**config.mk**
```make
export PLATFORM = sky130hd
export DESIGN_NAME = pic_counter_top
export DESIGN_NICKNAME = d
export VERILOG_FILES = /design/src/pic_chan_cnt.v /design/src/pic_counter_top.v
export VERILOG_INCLUDE_DIRS = /design/src /design/src/common
export SDC_FILE = /design/constraint.sdc
export NUM_CORES = 1
export LEC_CHECK = 0
export BUFFER_PORTS_ARGS = -buffer_cell sky130_fd_sc_hd__buf_2
export CORE_AREA = 2 2 242 244
export CTS_CLUSTER_SIZE = 16
export DETAILED_ROUTE_END_ITERATION = 6
export DIE_AREA = 0 0 244 246
export PLACE_DENSITY_LB_ADDON = 0.12
export SYNTH_ARGS = -nofsm -noshare
export SYNTH_HDL_FRONTEND = slang
export SYNTH_HIERARCHICAL = 1
export SYNTH_SLANG_ARGS = --single-unit
```
**constraint.sdc**
```tcl
create_clock -name ref_clk -period 13.3 [get_ports ref_clk]
set_clock_uncertainty 0.1 [all_clocks]
set_input_delay 1.33 -clock ref_clk [delete_from_list [all_inputs] [get_ports ref_clk]]
set_output_delay 1.33 -clock ref_clk [all_outputs]
set_load 0.01 [all_outputs]
```
**src/common/pic_consts.vh**
```
/*
 * Constants for the pulse input counter channels: pin offsets, mode
 * codes, edge multipliers, widths and the internal time base.
 * Assumes it is included by bare name from the design files.
 */
`ifndef PIC_CONSTS_VH
`define PIC_CONSTS_VH

// Channel count and widths
`define PIC_NCH 8
`define PIC_NPIN 8
`define PIC_CW 32
`define PIC_MODE_W 3
`define PIC_EDGE_W 2

// Pin offsets of the first group (even index) and second group
`define PIC_OFS_GRP0 0
`define PIC_OFS_GRP1 3
`define PIC_OFS_PH_A 0
`define PIC_OFS_PH_B 1
`define PIC_OFS_PRE 2
`define PIC_OFS_PRE_SW 1
`define PIC_OFS_EN_GRP0 6
`define PIC_OFS_EN_GRP1 7

// Counting modes
`define PIC_MODE_SW_DIR 3'h0
`define PIC_MODE_HW_DIR 3'h1
`define PIC_MODE_DUAL 3'h2
`define PIC_MODE_QUAD 3'h3
`define PIC_MODE_INT_CLK 3'h4

// Quadrature edge multipliers
`define PIC_EDGE_X1 2'h0
`define PIC_EDGE_X2 2'h1
`define PIC_EDGE_X4 2'h2

// Time base: system clock and internal count source in Hz
`define PIC_CLK_HZ 50000000
`define PIC_INT_HZ 1000000
`define PIC_INT_DIV (`PIC_CLK_HZ / `PIC_INT_HZ)
`define PIC_DIV_W 6

// Highest guaranteed external rates in kHz
`define PIC_QUAD_X1_KHZ 200
`define PIC_QUAD_X2_KHZ 100
`define PIC_QUAD_X4_KHZ 50
`define PIC_CTRL_PIN_KHZ 10

`endif

```
**src/pic_chan_cnt.v**
```verilog
/*
 * One counter register of a pulse input channel.
 * Assumes up, down and load are one-cycle pulses made in ref_clk.
 */
`timescale 1ns/1ps
`include "pic_consts.vh"

module pic_chan_cnt (
   input wire ref_clk,
   input wire rst_n,
   input wire up,
   input wire down,
   input wire load,
   input wire [`PIC_CW-1:0] load_val,
   output reg [`PIC_CW-1:0] count_r
);

   reg [`PIC_CW-1:0] count_nxt;

   // Preset has priority; simultaneous up and down cancel out
   always @* begin
      count_nxt = count_r;
      if (load) begin
         count_nxt = load_val;
      end else if (up && !down) begin
         count_nxt = count_r + {{(`PIC_CW-1){1'b0}}, 1'b1};
      end else if (down && !up) begin
         count_nxt = count_r - {{(`PIC_CW-1){1'b0}}, 1'b1};
      end
   end

   // Counter state, wraps at the ends of the range
   always @(posedge ref_clk or negedge rst_n) begin
      if (!rst_n) begin
         count_r <= {`PIC_CW{1'b0}};
      end else begin
         count_r <= count_nxt;
      end
   end

endmodule

```
**src/pic_counter_top.v**
```verilog
/*
 * Eight pulse input counter channels in two interleaved pin groups:
 * pin mapping, mode decode, edge detection and the 1 MHz time base.
 * Assumes pin inputs are synchronous to ref_clk and that the host
 * holds configuration stable while a channel is counting.
 */
// Contract
// - Even-index channels use pins 0 to 2 and enable pin 6, odd-index ones pins 3 to 5 and 7.
// - In hardware-direction mode the second pin selects up or down for pulses on the first.
// - Each channel has a bit that makes its external preset pin load the count or be ignored.
// - Each channel has a bit that makes its external enable pin gate counting or be ignored.
// - Quadrature mode counts one, two or four edges per input cycle as configured.
// - Internal-clock mode counts a fixed 1 MHz source and ignores every external pin.
`timescale 1ns/1ps
`include "pic_consts.vh"

module pic_counter_top (
   input wire ref_clk,
   input wire rst_n,
   input wire [`PIC_NPIN-1:0] pin_in,
   input wire [`PIC_NCH*`PIC_MODE_W-1:0] mode_cfg,
   input wire [`PIC_NCH*`PIC_EDGE_W-1:0] edge_cfg,
   input wire [`PIC_NCH-1:0] sw_down,
   input wire [`PIC_NCH-1:0] run_en,
   input wire [`PIC_NCH-1:0] preset_use,
   input wire [`PIC_NCH-1:0] enable_use,
   input wire [`PIC_NCH*`PIC_CW-1:0] preset_val,
   input wire [`PIC_NCH-1:0] sw_preset,
   output wire [`PIC_NCH*`PIC_CW-1:0] count,
   output reg [`PIC_NCH-1:0] count_up_r,
   output reg [`PIC_NCH-1:0] count_down_r
);

   // Divider end value, cut to the divider width on purpose
   localparam integer DIV_LAST_I = `PIC_INT_DIV - 1;
   localparam [`PIC_DIV_W-1:0] DIV_LAST = DIV_LAST_I[`PIC_DIV_W-1:0];

   ////////////////////////////////////////////////////////////////////////
   // Pin history

   reg [`PIC_NPIN-1:0] pin_r;
   reg [`PIC_NPIN-1:0] pin_d_r;

   // Two stages: current and previous sample, compared for edges
   always @(posedge ref_clk or negedge rst_n) begin
      if (!rst_n) begin
         pin_r <= {`PIC_NPIN{1'b0}};
         pin_d_r <= {`PIC_NPIN{1'b0}};
      end else begin
         pin_r <= pin_in;
         pin_d_r <= pin_r;
      end
   end

   wire [`PIC_NPIN-1:0] pin_rise = pin_r & ~pin_d_r;
   wire [`PIC_NPIN-1:0] pin_fall = ~pin_r & pin_d_r;

   ////////////////////////////////////////////////////////////////////////
   // Internal 1 MHz time base

   reg [`PIC_DIV_W-1:0] div_r;
   reg tick_r;

   // Shared by all channels so internal-clock channels stay in step
   always @(posedge ref_clk or negedge rst_n) begin
      if (!rst_n) begin
         div_r <= {`PIC_DIV_W{1'b0}};
         tick_r <= 1'b0;
      end else if (div_r == DIV_LAST) begin
         div_r <= {`PIC_DIV_W{1'b0}};
         tick_r <= 1'b1;
      end else begin
         div_r <= div_r + {{(`PIC_DIV_W-1){1'b0}}, 1'b1};
         tick_r <= 1'b0;
      end
   end

   ////////////////////////////////////////////////////////////////////////
   // Channels

   wire [`PIC_NCH-1:0] up_w;
   wire [`PIC_NCH-1:0] down_w;

   // Registered copies of the count events, for status or chaining
   always @(posedge ref_clk or negedge rst_n) begin
      if (!rst_n) begin
         count_up_r <= {`PIC_NCH{1'b0}};
         count_down_r <= {`PIC_NCH{1'b0}};
      end else begin
         count_up_r <= up_w;
         count_down_r <= down_w;
      end
   end

   genvar k;
   generate
      for (k = 0; k < `PIC_NCH; k = k + 1) begin : g_ch
         // Group selects the pin block; all channels of one parity share pins
         localparam integer BASE = (k % 2 == 0) ? `PIC_OFS_GRP0 : `PIC_OFS_GRP1;
         localparam integer EN_PIN = (k % 2 == 0) ? `PIC_OFS_EN_GRP0 : `PIC_OFS_EN_GRP1;
         localparam integer PA = BASE + `PIC_OFS_PH_A;
         localparam integer PB = BASE + `PIC_OFS_PH_B;
         localparam integer PP = BASE + `PIC_OFS_PRE;
         localparam integer PP_SW = BASE + `PIC_OFS_PRE_SW;

         wire [`PIC_MODE_W-1:0] mode = mode_cfg[k*`PIC_MODE_W +: `PIC_MODE_W];
         wire [`PIC_EDGE_W-1:0] mult = edge_cfg[k*`PIC_EDGE_W +: `PIC_EDGE_W];
         wire is_int = (mode == `PIC_MODE_INT_CLK);
         wire is_sw = (mode == `PIC_MODE_SW_DIR);

         // Pin taps; in software-direction mode preset moves to the B slot
         wire a_lvl = pin_r[PA];
         wire b_lvl = pin_r[PB];
         wire a_up = pin_rise[PA];
         wire a_dn = pin_fall[PA];
         wire b_up = pin_rise[PB];
         wire b_dn = pin_fall[PB];
         wire pre_rise = is_sw ? pin_rise[PP_SW] : pin_rise[PP];
         wire en_lvl = pin_r[EN_PIN];

         // Enable pin gates only when selected; internal clock skips it
         wire gate = run_en[k] & (is_int | ~enable_use[k] | en_lvl);

         // External preset only when selected and not on internal clock
         wire ext_load = preset_use[k] & ~is_int & pre_rise;
         wire load = ext_load | sw_preset[k];

         // Quadrature decode: A leading B counts up
         reg q_up;
         reg q_dn;
         always @* begin
            q_up = 1'b0;
            q_dn = 1'b0;
            case (mult)
               `PIC_EDGE_X1: begin
                  q_up = a_up & ~b_lvl;
                  q_dn = a_up & b_lvl;
               end
               `PIC_EDGE_X2: begin
                  q_up = (a_up & ~b_lvl) | (a_dn & b_lvl);
                  q_dn = (a_up & b_lvl) | (a_dn & ~b_lvl);
               end
               `PIC_EDGE_X4: begin
                  q_up = (a_up & ~b_lvl) | (a_dn & b_lvl)
                     | (b_up & a_lvl) | (b_dn & ~a_lvl);
                  q_dn = (a_up & b_lvl) | (a_dn & ~b_lvl)
                     | (b_up & ~a_lvl) | (b_dn & a_lvl);
               end
               default: begin
                  q_up = 1'b0;
                  q_dn = 1'b0;
               end
            endcase
         end

         // Mode decode into raw up and down requests
         reg raw_up;
         reg raw_dn;
         always @* begin
            raw_up = 1'b0;
            raw_dn = 1'b0;
            case (mode)
               `PIC_MODE_SW_DIR: begin
                  raw_up = a_up & ~sw_down[k];
                  raw_dn = a_up & sw_down[k];
               end
               `PIC_MODE_HW_DIR: begin
                  // B is a level direction select, never counted itself
                  raw_up = a_up & ~b_lvl;
                  raw_dn = a_up & b_lvl;
               end
               `PIC_MODE_DUAL: begin
                  raw_up = a_up;
                  raw_dn = b_up;
               end
               `PIC_MODE_QUAD: begin
                  raw_up = q_up;
                  raw_dn = q_dn;
               end
               `PIC_MODE_INT_CLK: begin
                  raw_up = tick_r;
                  raw_dn = 1'b0;
               end
               default: begin
                  raw_up = 1'b0;
                  raw_dn = 1'b0;
               end
            endcase
         end

         // Preset wins over a count in the same cycle
         assign up_w[k] = raw_up & gate & ~load;
         assign down_w[k] = raw_dn & gate & ~load;

         pic_chan_cnt u_cnt (
            .ref_clk(ref_clk),
            .rst_n(rst_n),
            .up(up_w[k]),
            .down(down_w[k]),
            .load(load),
            .load_val(preset_val[k*`PIC_CW +: `PIC_CW]),
            .count_r(count[k*`PIC_CW +: `PIC_CW])
         );
      end
   endgenerate

   // Preset and enable pins are sampled every cycle; the slow toggle
   // limit on them only bounds how often the host sees a change.

endmodule

```
# Word level (Yosys, flattened, before mapping)

Cells that the tools add are included.

Add/sub/neg operators: 17
Multipliers: 0
Divide/modulo/power cells: 0
Order comparisons: 0
Eq/ne operators: 49
Shift operators: 0
Multiplexer cells: 66
Bitwise logic cells: 164
Reductions and logical operators: 56

Operators by type and width:

| cell                    | count |
|---|---|
| $mux W32                | 24 |
| $add A32 B1 Y32 const B | 8 |
| $sub A32 B1 Y32 const B | 8 |
| $and A1 B1 Y1           | 88 |
| $eq A3 B2 Y1 const B    | 16 |
| $pmux W1 S3             | 16 |
| $pmux W1 S5             | 8 |
| $not A1 Y1              | 36 |
| $or A1 B1 Y1            | 36 |
| $pmux W1 S4             | 8 |
| $eq A3 B1 Y1 const B    | 8 |
| $eq A3 B3 Y1 const B    | 8 |
| $logic_not A3 Y1        | 8 |
| $reduce_bool A3 Y1      | 8 |
| $eq A2 B1 Y1 const B    | 8 |
| $eq A2 B2 Y1 const B    | 8 |
| $logic_and A1 B1 Y1     | 16 |
| $logic_not A1 Y1        | 16 |
| $logic_not A2 Y1        | 8 |
| $mux W1                 | 9 |
| $add A6 B1 Y6 const B   | 1 |
| $and A6 B6 Y6           | 1 |
| $eq A6 B6 Y1 const B    | 1 |
| $mux W6                 | 1 |
| 3 further kinds         | 3 |

Register bits after elaboration: 293
Bits in latches: 0
RAM bits: 0
Memory bits (read-only): 0
Input port bits: 346
Output and inout port bits: 272
Logic and storage cells: 366
Memories: 0

# Longest topological paths before layout

Depth in word-level cells: 15
Mapped depth: 19
Depth with buffers taken out: 17

# Cells and area by module

Netlist, hierarchy kept.

Modules (own cells, without submodules):

| module                           | times used | cells an instance | area an instance (µm²) | sequential area each (µm²) |
|---|---|---|---|---|
| pic_chan_cnt (g_ch[1].u_cnt ...) | 3          | 382               | 3128.0                 | 800.8 |
| pic_chan_cnt (g_ch[5].u_cnt)     | 1          | 399               | 3326.9                 | 800.8 |
| pic_chan_cnt (g_ch[6].u_cnt)     | 1          | 373               | 3189.3                 | 800.8 |
| pic_chan_cnt (g_ch[0].u_cnt)     | 1          | 382               | 3188.1                 | 800.8 |
| pic_chan_cnt (g_ch[4].u_cnt)     | 1          | 368               | 3134.3                 | 800.8 |
| pic_chan_cnt (g_ch[7].u_cnt)     | 1          | 372               | 3099.2                 | 800.8 |
| pic_counter_top                  | 1          | 348               | 2870.3                 | 925.9 |

# Worst setup path before layout

No wires, ideal clock.

Kind: input port to flip-flop
From: input mode_cfg[13]
To: register g_ch[4].u_cnt.count_r[16]
Library setup time: 0.120 ns
Data arrival time: 5.527 ns
Data required time: 13.080 ns
Setup slack: 7.553 ns
Stages on the path: 17
Buffers on the path: 0
Cell sequence: nor2_1 o22ai_1 a21o_1 or3b_1 nor3_1 nand2b_1 inv_1 fa_1 and2b_1 o2111ai_2 a211oi_2 o211ai_2 a32oi_2 a21o_1 a21oi_1 or4b_1 and3_1

Word-level cells in the longest chain between the ends: 11
Elaborated cells between the ends (all ways): 27
Classes of those cells: eq/ne (4); mux (5); bitwise (12); reduce/logical (6)

Ends and longest elaborated chain:

| item                   | line                  | source |
|---|---|---|
| from (decl)            | pic_counter_top.v:21  | `` input wire [`PIC_NCH*`PIC_MODE_W-1:0] mode_cfg, `` |
| $eq A3 B3 Y1           | -                     |  |
| $not A1 Y1             | pic_counter_top.v:125 | `wire ext_load = preset_use[k] & ~is_int & pre_rise;` |
| $and A1 B1 Y1          | pic_counter_top.v:125 |  |
| $and A1 B1 Y1 (*)      | pic_counter_top.v:125 |  |
| $or A1 B1 Y1 (*)       | pic_counter_top.v:126 | `wire load = ext_load \| sw_preset[k];` |
| named net g_ch[4].load | pic_counter_top.v:126 |  |
| $not A1 Y1 (*)         | pic_counter_top.v:193 | `assign down_w[k] = raw_dn & gate & ~load;` |
| $and A1 B1 Y1 (*)      | pic_counter_top.v:193 |  |
| named net down_w[4]    | pic_counter_top.v:82  | `` wire [`PIC_NCH-1:0] down_w; `` |
| $logic_not A1 Y1       | pic_chan_cnt.v:25     | `end else if (up && !down) begin` |
| $logic_and A1 B1 Y1    | pic_chan_cnt.v:25     |  |
| $mux W32               | pic_chan_cnt.v:25     |  |
| $mux W32               | pic_chan_cnt.v:23     | `if (load) begin` |
| to (signal assigned)   | pic_chan_cnt.v:35     | `` count_r <= {`PIC_CW{1'b0}}; `` |
| to (signal assigned)   | pic_chan_cnt.v:37     | `count_r <= count_nxt;` |
| to (decl)              | pic_chan_cnt.v:15     | `` output reg [`PIC_CW-1:0] count_r `` |

Mark *: on every way through the listed nets, which the timed path passes. The rest lies on a longest branch.
A chain may end at the register's enable or synchronous reset.

# Final worst setup path

Same ends and word-level chain as after synthesis.

==> metrics.md <==
| Metric | Value |
|---|---|
| Post-Syn Area per Cell | `8.32 um2` |
| Initial antenna violation count | `31` |
| Leak | `15.0 nW` |
| # resized after CTS | `0` |
| RSZ-0062 raised after global routing | `no` |
| Via count of the first global-routing pass | `26.5k` |
| Antenna-violating nets left | `0` |
| Drc violations | `0` |
| # rows | `88` |
| P_int | `2.27 mW` |
| Register share of total power | `0.298` |
| Hold depth | `0` |
| Root Buffer | `clkbuf_16` |
| Initial Util | `0.491` |
| Setup TNS | `0 ns` |
| Clk sinks | `293` |
| Post-synthesis instance total | `3388` |
| CP Data Required Time | `13.65 ns` |
| Placed instance area | `0.0319 mm2` |
| TritonCTS clock tree | `done` |
| First-pass GRT wire length | `147000 um` |
| Syn Nets | `4008` |
| DR vias | `27.9k` |
| DP Worst Slack | `6.37 ns` |
| Period minus WS final | `6.43 ns` |
| Synth Area in XOR/XNOR | `0.0680` |
| Final core utilization | `0.578` |
| I/O Pins | `618` |
| Netlist Area Pre-Place | `0.0282 mm2` |
| Final Max Slew Viols | `0` |
| Simple-gate share of the synthesized area | `0.180` |
| Fin. Hold Viols | `0` |
| Post-synth EDFFs | `0` |
| Maximum vdd drop | `0.0984 mV` |
| Worst Hold Class | `reg -> reg` |
| Placer Congestion | `0.962` |
| Post-CTS setup buffer count | `0` |
| DR vias/cell | `5.87` |
| Design area | `0.0332 mm2` |
| Synth async-reset ratio | `1.00` |
| Synth Area in Compound Gates | `0.285` |
| Clock-pin transition on the worst setup and hold timing paths | `0.05 ns` |
| P_sw | `1.43 mW` |
| Total GRT Usage | `0.306` |
| Logic pwr share | `0.416` |
| Reg2reg path depth | `19` |
| Die Y | `246 um` |
| Status | `complete, no violations` |
| Synthesis-to-finish area growth | `17.7%` |
| Largest net degree at the start of global routing | `79` |
| Post-synthesis cell type count | `108` |
| DR iter-0 viols | `1846` |
| DIE WIDTH | `244 um` |
| Grt ovf | `0` |
| Tcrit/Tclk final | `0.484` |
| Sw Share | `0.386` |
| Maximum clock path buffer count | `3` |
| Final setup margin | `6.87 ns` |
| Fmax | `155 MHz` |
| Critical Path Source Type | `input port` |
| Post-synthesis mux area share | `0.0463` |
| PortBufs | `617` |
| TritonRoute pass-1 iters | `5` |
| Yosys reg bits | `293` |
| Layout Nets | `4553` |
| Clock buffer count from CTS | `39` |
| Cts hold-fix bufs | `0` |
| Combinational family with the most area after synthesis | `compound AO/OA/AOI/OAI gates` |
| Core box area | `0.0574 mm2` |
| Register area share after synthesis | `0.260` |
| Die ar. | `0.0600 mm2` |
| Critical setup path kind | `in -> reg` |
| Share of layout cells above drive strength 1 | `0.224` |
| Worst-Margin Slew | `1.14 ns` |
| Routed len/inst | `20.0 um` |
| Clock power frac | `0.286` |
| Main synth FF type | `dfrtp_1` |
| Final wirelength | `94900 um` |
| Rel. slew slack | `0.242` |
| Dpl hpwl | `73600 um` |
| Power per cell area | `111 mW/mm2` |
| Synth warn | `6` |
| CP endpoint kind | `register` |
| Critical path arrival | `6.78 ns` |
| Crit-path max FO | `53` |
| Area share of fa/ha/maj cells after synthesis | `0.124` |
| H-tree lvl count | `2` |
| Setup violators final | `0` |
| Clock Latency Late Sink | `0.58 ns` |
| Max-cap violation count | `0` |
==> worst max-delay path: stages <==
cell and delay (ns):
buf_2 0.13, nor2_1 0.22, o22ai_1 0.13, a21o_2 0.22
buf_4 0.30, or3b_1 0.46, nor3_1 0.78, nand2b_1 0.21
buf_4 0.40, inv_1 0.10, fa_1 0.40, and2b_1 0.24
o2111ai_2 0.15, a211oi_2 0.31, o211ai_2 0.14, a32oi_2 0.38
a21o_1 0.18, a21oi_1 0.07, or4b_1 0.45, and3_1 0.15
==> path summary, 6_finish.rpt <==
kind | slack, ns | to | start
worst max-delay path | 6.87 | g_ch[4].u_cnt/count_r[16] | mode_cfg[13]
worst min register to register | 0.28 | pin_d_r[2] | pin_r[2]
min in group asynchronous | 0.67 | g_ch[0].u_cnt/count_r[2] | rst_n
worst max register to register | 7.08 | g_ch[4].u_cnt/count_r[16] | pin_d_r[1]
max in group asynchronous | 11.08 | g_ch[4].u_cnt/count_r[12] | rst_n
worst min-delay path | 0.28 | pin_d_r[2] | pin_r[2]
==> layout by cell type (no fill, tap or decap), types with 15 or more instances in the layout <==
master	netlist	final
nor2b_1	40	40
a31oi_1	46	46
or3_1	22	22
a21o_1	145	144
nor3_1	63	63
nand2b_1	80	80
a21oi_1	378	378
a221o_1	33	33
o21bai_1	21	21
o31ai_1	16	16
clkbuf_16	0	41
a221oi_1	17	17
xor2_1	95	94
buf_4	6	33
and3_1	38	38
o21ai_1	41	41
inv_1	102	101
nand2_1	299	299
o21ai_0	175	175
nand3_1	77	77
xnor2_1	124	124
o211ai_1	65	65
o22ai_1	21	21
dfrtp_1	293	293
and2_1	15	15
mux2i_1	19	19
ha_1	266	266
mux2_2	98	98
nor3b_1	20	20
buf_2	8	616
nor2_1	240	240
diode_2	0	25
nand4_1	41	41
a211oi_1	30	30
o21a_1	83	83
nand3b_1	16	16
==> area by class of cell <==
type	count	area, um2
Antenna cell	25	62.6
Clock buffer	52	1110
Clock inverter	14	136
Fill cell	5434	24200
Inverter	103	387
Multi-Input combinational cell	2846	19800
Sequential cell	293	7330
Tap cell	765	957
Timing Repair Buffer	650	3350
==> power by group through the flow <==
| stage | logic, mW | clock network (mW) | registers [mW] |
|---|---|---|---|
| after floorplan | 1.05 | 0 | 1.12 |
| after global routing | 1.71 | 1.11 | 1.11 |
| final | 1.54 | 1.06 | 1.10 |
| after global placement | 1.51 | 0 | 1.11 |
| after detailed placement | 1.52 | 0 | 1.11 |
| after CTS | 1.53 | 1.08 | 1.10 |
==> per-stage QoR <==
step | total power, mW | cells | hold slack (ns)
after detailed placement | 2.63 | 4657 | 0.272
after global routing | 3.93 | 4734 | 0.285
final | 3.70 | 4748 | 0.283
after CTS | 3.71 | 4723 | 0.281
after floorplan | 2.18 | 3388 | 0.249
after global placement | 2.62 | 4657 | 0.265
==> layer usage <==
| layer | part of all wire | global-route usage | wire length (um) | vias to the layer above |
|---|---|---|---|---|
| met4 | 0.033 | 0.110 | 3090 | 18 |
| met3 | 0.073 | 0.0651 | 6890 | 170 |
| met1 | 0.43 | 0.399 | 40500 | 13200 |
| met5 | 0.0011 | 0 | 108 | - |
| met2 | 0.47 | 0.501 | 44200 | 829 |
| li1 | - | - | - | 13700 |
==> state kept, by name, summed over array words and instances (netlist names) <==
register	cells
div_r	6
pin_r	8
tick_r	1
count_up_r	8
count_down_r	8
pin_d_r	6
g_ch.u_cnt/count_r	256
==> cell usage after synthesis (19+ instances only) <==
master / number / area share
and3_1: 38 / 0.0084
mux2_2: 98 / 0.039
nor3_1: 63 / 0.011
dfrtp_1: 293 / 0.26
or3_1: 22 / 0.0049
a211oi_1: 30 / 0.0080
inv_1: 102 / 0.014
o21a_1: 83 / 0.022
o21ai_1: 41 / 0.0073
ha_1: 266 / 0.12
nand2_1: 299 / 0.040
xnor2_1: 124 / 0.039
nor3b_1: 20 / 0.0053
nand3_1: 77 / 0.014
clkbuf_1: 116 / 0.015
a221o_1: 33 / 0.012
a21oi_1: 378 / 0.067
nor2b_1: 40 / 0.0089
o211ai_1: 65 / 0.017
nor2_1: 240 / 0.032
o22ai_1: 21 / 0.0047
a31oi_1: 46 / 0.010
a21o_1: 145 / 0.039
mux2i_1: 19 / 0.0067
nand4_1: 41 / 0.0091
nand2b_1: 80 / 0.018
o21bai_1: 21 / 0.0056
o21ai_0: 175 / 0.031
xor2_1: 95 / 0.030
==> cells by family after synthesis <==
group	count (synthesis)
adders and majority gates	274
buffers and inverters	249
xor gates and xnor gates	219
DFF	293
and+or+nand+nor	1023
AOI/OAI and AO/OA	1212
muxes	118
Note: power is estimated with default switching activity, not from simulation.
